===== config.mk =====
export PLATFORM = sky130hd
export DESIGN_NAME = nsx_datapath
export DESIGN_NICKNAME = d
export VERILOG_FILES = /design/src/common/nsx_pkg.sv /design/src/verilog/nsx_alu.sv /design/src/verilog/nsx_datapath.sv
export SDC_FILE = /design/constraint.sdc
export NUM_CORES = 1
export LEC_CHECK = 0
export ABC_CLOCK_PERIOD_IN_PS = 1400
export BUFFER_PORTS_ARGS = -buffer_cell sky130_fd_sc_hd__buf_4
export CAP_MARGIN = 20
export CORE_MARGIN = 5
export CORE_UTILIZATION = 24
export DETAILED_ROUTE_END_ITERATION = 8
export SYNTH_ARGS = -nofsm -noshare
export SYNTH_HDL_FRONTEND = slang
export SYNTH_HIERARCHICAL = 1
export SYNTH_SLANG_ARGS = --single-unit
export TNS_END_PERCENT = 30

===== constraint.sdc =====
create_clock -name core_clk -period 1.4 [get_ports core_clk]
set_input_delay 0.14 -clock core_clk [delete_from_list [all_inputs] [get_ports core_clk]]
set_output_delay 0.14 -clock core_clk [all_outputs]
set_load 0.005 [all_outputs]

===== src/common/nsx_pkg.sv =====
// package of constants for the nibble-swap / xor / direction-load datapath
// Notes on behaviour
// - nibble exchange puts source low nibble high and high nibble low
// - nibble exchange: destination 0 writes working register, 1 writes file register
// - literal xor: working register xor 8-bit literal, result to working register
// - file xor: working xor file register, destination 0 to working, 1 to file
// - direction load copies working register to direction register chosen by operand 5 or 6; operand 7 loads none
// - operand 5 loads port A direction, operand 6 loads port B direction
package nsx_pkg;
  localparam int unsigned DATA_W     = 8;
  localparam int unsigned FADDR_W    = 7;
  localparam int unsigned OPSEL_W    = 2;
  localparam logic [1:0]  OP_NONE    = 2'h0;
  localparam logic [1:0]  OP_SWAP    = 2'h1;
  localparam logic [1:0]  OP_XORL    = 2'h2;
  localparam logic [1:0]  OP_XORF    = 2'h3;
  localparam logic [6:0]  DIR_SEL_A  = 7'h05;
  localparam logic [6:0]  DIR_SEL_B  = 7'h06;
  localparam logic [6:0]  DIR_SEL_C  = 7'h07;
  localparam logic [7:0]  WREG_RST   = 8'h00;
  localparam logic [7:0]  DIR_RST    = 8'hFF;
  localparam logic        ZERO_RST   = 1'b0;
  localparam logic [6:0]  WADDR_RST  = 7'h00;
  localparam logic [7:0]  WDATA_RST  = 8'h00;
  localparam logic        DEST_WORK  = 1'b0;

  function automatic logic [7:0] nsx_nibble_swap(input logic [7:0] v);
    nsx_nibble_swap = {v[3:0], v[7:4]};
  endfunction : nsx_nibble_swap
endpackage : nsx_pkg


===== src/verilog/nsx_alu.sv =====
// combinational result unit of the datapath
`timescale 1ns/1ps
`default_nettype none
module nsx_alu
  import nsx_pkg::*;
(
  input  wire logic [1:0] op_sel,
  input  wire logic [7:0] work_val,
  input  wire logic [7:0] file_val,
  input  wire logic [7:0] literal_val,
  output logic      [7:0] result,
  output logic            result_zero
);
  wire logic [7:0] swap_res;
  wire logic [7:0] xorl_res;
  wire logic [7:0] xorf_res;
  assign swap_res = nsx_nibble_swap(file_val);
  assign xorl_res = work_val ^ literal_val;
  assign xorf_res = work_val ^ file_val;
  assign result = (op_sel == OP_SWAP) ? swap_res :
                  (op_sel == OP_XORL) ? xorl_res :
                  (op_sel == OP_XORF) ? xorf_res : 8'h00;
  assign result_zero = (result == 8'h00);
endmodule : nsx_alu
`default_nettype wire


===== src/verilog/nsx_datapath.sv =====
// datapath top: working register, zero flag, direction registers, file writeback
`timescale 1ns/1ps
`default_nettype none
module nsx_datapath
  import nsx_pkg::*;
(
  input  wire logic       core_clk,
  input  wire logic       rst_b,
  input  wire logic       nibble_exchange_op,
  input  wire logic       xor_literal_op,
  input  wire logic       xor_file_op,
  input  wire logic       direction_load_op,
  input  wire logic       dest_bit,
  input  wire logic [6:0] file_addr,
  input  wire logic [7:0] literal_val,
  input  wire logic [7:0] file_rdata,
  output logic      [7:0] work_q,
  output logic            zero_q,
  output logic      [7:0] port_a_direction,
  output logic      [7:0] port_b_direction,
  output logic            file_we_q,
  output logic      [6:0] file_waddr_q,
  output logic      [7:0] file_wdata_q
);
  logic [7:0] work_d;
  logic       zero_d;
  logic [7:0] dir_a_q;
  logic [7:0] dir_b_q;
  logic       file_we_d;
  wire  logic [1:0] op_sel;
  wire  logic [7:0] alu_res;
  wire  logic       alu_zero;
  wire  logic       to_work;
  wire  logic       to_file;
  wire  logic       xor_any;
  wire  logic       load_a;
  wire  logic       load_b;

  // one operation per cycle; decoder keeps strobes exclusive
  assign op_sel = nibble_exchange_op ? OP_SWAP :
                  xor_literal_op     ? OP_XORL :
                  xor_file_op        ? OP_XORF : OP_NONE;

  nsx_alu u_alu (
    .op_sel      (op_sel),
    .work_val    (work_q),
    .file_val    (file_rdata),
    .literal_val (literal_val),
    .result      (alu_res),
    .result_zero (alu_zero)
  );

  assign to_work = xor_literal_op |
                   ((nibble_exchange_op | xor_file_op) & (dest_bit == DEST_WORK));
  assign to_file = (nibble_exchange_op | xor_file_op) & (dest_bit != DEST_WORK);
  assign xor_any = xor_literal_op | xor_file_op;
  assign load_a  = direction_load_op & (file_addr == DIR_SEL_A);
  assign load_b  = direction_load_op & (file_addr == DIR_SEL_B);

  assign work_d    = to_work ? alu_res : work_q;
  assign zero_d    = xor_any ? alu_zero : zero_q;
  assign file_we_d = to_file;

  always_ff @(posedge core_clk or negedge rst_b) begin
    if (!rst_b) begin
      work_q <= WREG_RST;
      zero_q <= ZERO_RST;
    end else begin
      work_q <= work_d;
      zero_q <= zero_d;
    end
  end

  // direction load from working register; operand 7 has no port here
  always_ff @(posedge core_clk or negedge rst_b) begin
    if (!rst_b) begin
      dir_a_q <= DIR_RST;
      dir_b_q <= DIR_RST;
    end else begin
      if (load_a) begin
        dir_a_q <= work_q;
      end
      if (load_b) begin
        dir_b_q <= work_q;
      end
    end
  end
  assign port_a_direction = dir_a_q;
  assign port_b_direction = dir_b_q;

  // writeback is registered, so file sees it one cycle after the op
  always_ff @(posedge core_clk or negedge rst_b) begin
    if (!rst_b) begin
      file_we_q    <= 1'b0;
      file_waddr_q <= WADDR_RST;
      file_wdata_q <= WDATA_RST;
    end else begin
      file_we_q    <= file_we_d;
      file_waddr_q <= file_addr;
      file_wdata_q <= alu_res;
    end
  end

  AST_SWAP_FILE: assert property (@(posedge core_clk) disable iff (!rst_b)
    nibble_exchange_op && dest_bit
    |=> file_we_q
        && file_wdata_q == {$past(file_rdata[3:0]), $past(file_rdata[7:4])})
    else $error("nibble exchange writeback wrong");

  // exchange goes to the source address
  AST_SWAP_ADDR: assert property (@(posedge core_clk) disable iff (!rst_b)
    nibble_exchange_op && dest_bit
    |=> file_waddr_q == $past(file_addr) && $stable(work_q))
    else $error("nibble exchange address wrong");

  AST_SWAP_WORK: assert property (@(posedge core_clk) disable iff (!rst_b)
    nibble_exchange_op && !dest_bit
    |=> !file_we_q
        && work_q == {$past(file_rdata[3:0]), $past(file_rdata[7:4])})
    else $error("nibble exchange to working wrong");

  AST_IDLE_NO_WRITE: assert property (@(posedge core_clk) disable iff (!rst_b)
    !(nibble_exchange_op || xor_file_op)
    |=> !file_we_q)
    else $error("file write without op");

  AST_XORL: assert property (@(posedge core_clk) disable iff (!rst_b)
    xor_literal_op
    |=> work_q == ($past(work_q) ^ $past(literal_val)) && !file_we_q)
    else $error("literal xor wrong");

  AST_XORF_FILE: assert property (@(posedge core_clk) disable iff (!rst_b)
    xor_file_op && dest_bit
    |=> file_we_q
        && file_wdata_q == ($past(work_q) ^ $past(file_rdata))
        && $stable(work_q))
    else $error("file xor writeback wrong");

  AST_XORF_ADDR: assert property (@(posedge core_clk) disable iff (!rst_b)
    xor_file_op && dest_bit
    |=> file_waddr_q == $past(file_addr))
    else $error("file xor address wrong");

  AST_XORF_WORK: assert property (@(posedge core_clk) disable iff (!rst_b)
    xor_file_op && !dest_bit
    |=> work_q == ($past(work_q) ^ $past(file_rdata)) && !file_we_q)
    else $error("file xor to working wrong");

  AST_DIR_A: assert property (@(posedge core_clk) disable iff (!rst_b)
    direction_load_op && file_addr == DIR_SEL_A
    |=> port_a_direction == $past(work_q) && $stable(port_b_direction))
    else $error("port A direction load wrong");

  AST_DIR_B: assert property (@(posedge core_clk) disable iff (!rst_b)
    direction_load_op && file_addr == DIR_SEL_B
    |=> port_b_direction == $past(work_q) && $stable(port_a_direction))
    else $error("port B direction load wrong");

  AST_DIR_NONE: assert property (@(posedge core_clk) disable iff (!rst_b)
    direction_load_op && file_addr != DIR_SEL_A && file_addr != DIR_SEL_B
    |=> $stable(port_a_direction) && $stable(port_b_direction))
    else $error("direction changed on unused operand");

  AST_DIR_KEEP: assert property (@(posedge core_clk) disable iff (!rst_b)
    !direction_load_op
    |=> $stable(port_a_direction) && $stable(port_b_direction))
    else $error("direction changed without load");

  AST_DIR_WORK: assert property (@(posedge core_clk) disable iff (!rst_b)
    direction_load_op
    |=> $stable(work_q) && !file_we_q)
    else $error("direction load disturbed working or file");

  AST_ZERO_XORL: assert property (@(posedge core_clk) disable iff (!rst_b)
    xor_literal_op
    |=> zero_q == (($past(work_q) ^ $past(literal_val)) == 8'h00))
    else $error("zero flag wrong after literal xor");

  AST_ZERO_XORF: assert property (@(posedge core_clk) disable iff (!rst_b)
    xor_file_op
    |=> zero_q == (($past(work_q) ^ $past(file_rdata)) == 8'h00))
    else $error("zero flag wrong after file xor");

  AST_ZERO_KEEP: assert property (@(posedge core_clk) disable iff (!rst_b)
    !(xor_literal_op || xor_file_op)
    |=> $stable(zero_q))
    else $error("zero flag moved without xor");

  COV_SWAP_FILE: cover property (@(posedge core_clk) disable iff (!rst_b)
    nibble_exchange_op && dest_bit);
  COV_XORL_ZERO: cover property (@(posedge core_clk) disable iff (!rst_b)
    xor_literal_op ##1 zero_q);
  COV_XORF_WORK: cover property (@(posedge core_clk) disable iff (!rst_b)
    xor_file_op && !dest_bit);
  COV_DIR_B:     cover property (@(posedge core_clk) disable iff (!rst_b)
    load_b);
  // unused operand still reaches the decoder
  COV_DIR_NONE:  cover property (@(posedge core_clk) disable iff (!rst_b)
    direction_load_op && !load_a && !load_b);
endmodule : nsx_datapath
`default_nettype wire


==> impl_metrics.toml <==
[setup_path]
worstPathArrival_ps = 1710
crit_path_start_kind = "flip-flop"
critical_path_depth = 6
worstSetupPathType = "reg2reg"
cp_slowest_cell = "dfrtp_1"
slowest_delay_ps = 410
end_kind = "flip-flop"
cp.required_ps = 1640
cp_num_buf_inv = 0
crit_fanout = 2
worst-r2r-cell-count = 6
crit_chain = "xor2_1 > a22oi_1 > o21ai_2 > nor4_2 > and2_1 > mux2_2"
critical-path-top-delay-family = "simple AND/OR/NAND/NOR gates"

[synth]
syn_inst = 118
syn_nets = 148
synthDistinctLibCells = 21
ys_ff_latch = 41
synth_top_area_cell = "dfrtp_1"
synthTopCellsByCount = "25 x dfrtp_1, 25 x mux2_2, 16 x dfstp_2, 8 x xnor2_1, 8 x xor2_1"
seq_area_frac_synth = 0.604
syn_area_um2 = 1730
syn_avg_cell_area_um2 = 14.7
yosys-top-cells-area = "dfrtp_1 36%, dfstp_2 24%, mux2_2 16%, xnor2_1 4.0%, xor2_1 4.0%"
yosys.area.top_type_share = 0.362
synth_edf_count = 0
async_flop_share = 1.00
synthFlopType = "dfrtp_1"
synth_warnings = 6

[grt]
antenna_found_initial = 0
grt_pass1_vias = 1443
grt_pass1_wl_um = 7540
globalRouteTotalUtil = 0.111
grt_max_degree = 42
grt-ovfl-total = 0

[timing]
worst_slack_ps = -71.2
worstMarginPinSlew_ps = 548
hold_viol = 0
rsz0062_at_grt = "true"
slew_headroom = 0.635
min_period_ps = 1470
finClkSkew_ps = 5.24
setup_viol = 2
drv_slew = 0
max_freq_mhz = 680
period_share = 1.05
hold_slack_ps = 77.9

[placed_design]
dp_hpwl_um = 3500
gp_congestion = 0.738
portBuffers = 70
placed_area_um2 = 2550
dp_slack_ps = -206

[clock_tree]
root_buffer = "clkbuf_8"
tritoncts.num_buffers = 5
insertion_delay_ps = 290
max-clock-path-buffers = 2
cts_tree = "yes"
htreeDepth = 2
clock_sinks = 41
clkTransAtPathRegs_ps = 80

[pwr]
ir_drop_mv = 0.360
p_leak_nw = 1.37
p_per_area_nw_per_um2 = 1130

[detailed_routing]
drt_iter0_markers = 31
vias = 1366
drt_wl_total_um = 4700
drt.antenna.violating_nets = 0
avgViaCountPerCell = 4.11
drt_pass1_iterations = 4
wl_per_cell_um = 14.2
drc = 0

[cells_and_area]
multi_input_area_um2 = 697
drive_gt1_frac = 0.704
n_antenna_cell = 0
fillers = 737
design_area_um2 = 2820
seqCellArea_um2 = 1050
final_nets = 262
area_growth_pct = 62.9

[job]
maxCapViolCount = 0

[die]
row_count = 31
ios = 71
core_area_um2 = 7140
die-area_um2 = 9010
start_util = 0.242
die_x_um = 94.9
die_h_um = 94.9

[worst_hold_path]
holdPathStages = 2
hp-class = "in2reg"

[run_status]
violations = "negative setup slack"
run_status = "finished, violations left"
==> registers in the layout (all words and copies together) (netlist names) <==
signal            cells
port_a_direction      8
file_wdata_q          8
file_waddr_q          7
file_we_q             1
zero_q                1
work_q                8
port_b_direction      8
==> where the power goes <==
group	leakage, nW	internal, mW	total, mW	switching (mW)
Combinational	0.840	0.556	0.903	0.347
Clock	0.0542	0.446	0.854	0.408
Sequential	0.471	1.35	1.42	0.0756
Total	1.37	2.35	3.18	0.831
==> worst reg2reg max path, cell delays in order (launching register included) <==
cell and delay [ps]:
dfrtp_1 410, xor2_1 160, a22oi_1 190, o21ai_2 100, nor4_2 280, and2_1 160
mux2_2 130
==> cell usage in the layout, fill, tap and decap left out <==
master / count
xnor2_2: 1
inv_1: 1
dlygate4sd3_1: 8
nand4b_2: 2
and2_1: 1
mux2_2: 24
a22oi_1: 6
dfrtp_1: 24
xor2_1: 8
mux2_4: 1
o21ai_1: 6
clkbuf_8: 7
a22oi_2: 2
clkinv_2: 1
nand2_1: 1
nor2b_4: 1
a21o_1: 1
nor2b_1: 3
nor4_2: 1
nor2_2: 2
o21ai_2: 2
o21a_1: 1
buf_4: 102
dfrtp_2: 1
dfstp_2: 16
nor2_1: 1
xnor2_1: 7
nor4_1: 1
nor4b_4: 1
==> cell type report <==
cell class | instances | share of cell area
Clock buffer | 7 | 0.0342
Clock inverter | 1 | 0.00178
Inverter | 1 | 0.00133
Multi-Input combinational cell | 73 | 0.247
Sequential cell | 41 | 0.372
Tap cell | 99 | 0.0439
Timing Repair Buffer | 110 | 0.300
==> through the flow <==
step	power (mW)	TNS, ps	instances	util
after global routing	3.39	-341	332	0.395
after detailed placement	2.26	-1170	308	0.357
after floorplan	1.74	0	118	-
final	3.18	-110	332	0.395
after CTS	3.20	-30.9	328	0.387
after global placement	2.24	-893	308	0.357
==> cell families (layout without fill, tap and decap cells) <==
| group | Yosys count | in the layout | synth area share |
|---|---|---|---|
| XOR/XNOR | 16 | 16 | 0.0810 |
| flip-flops | 41 | 41 | 0.604 |
| buffers and inverters | 4 | 119 | 0.0145 |
| multiplexers | 25 | 25 | 0.163 |
| AND/OR/NAND/NOR | 14 | 14 | 0.0651 |
| AO/OA/AOI/OAI | 18 | 18 | 0.0723 |
==> per-layer routing <==
metal,wire (um),GRT usage
met4,50,0.0325
met5,0,0
met1,2000,0.142
met2,2330,0.183
met3,323,0.0295
==> path summary, 6_finish.rpt <==
| kind | startpoint | endpoint | slack (ps) |
|---|---|---|---|
| setup / recovery | work_q[4] | zero_q | -70 |
| hold / removal | dest_bit | file_we_q | 80 |
| setup reg to reg | work_q[4] | zero_q | -70 |
| hold reg to reg | zero_q | zero_q | 520 |
| max in group asynchronous | rst_b | work_q[1] | 630 |
| min in group asynchronous | rst_b | file_wdata_q[0] | 380 |
==> repair_timing <==
item / in CTS / in global routing
setup buffers: 4 / 4
setup endpoints to repair: 1 / 9
resized for setup: 1 / 5
hold buffers: 8 / 0
pin swaps: 5 / 6
hold endpoints to repair: 32 / 0
Note: power is estimated with default switching activity, not from simulation.
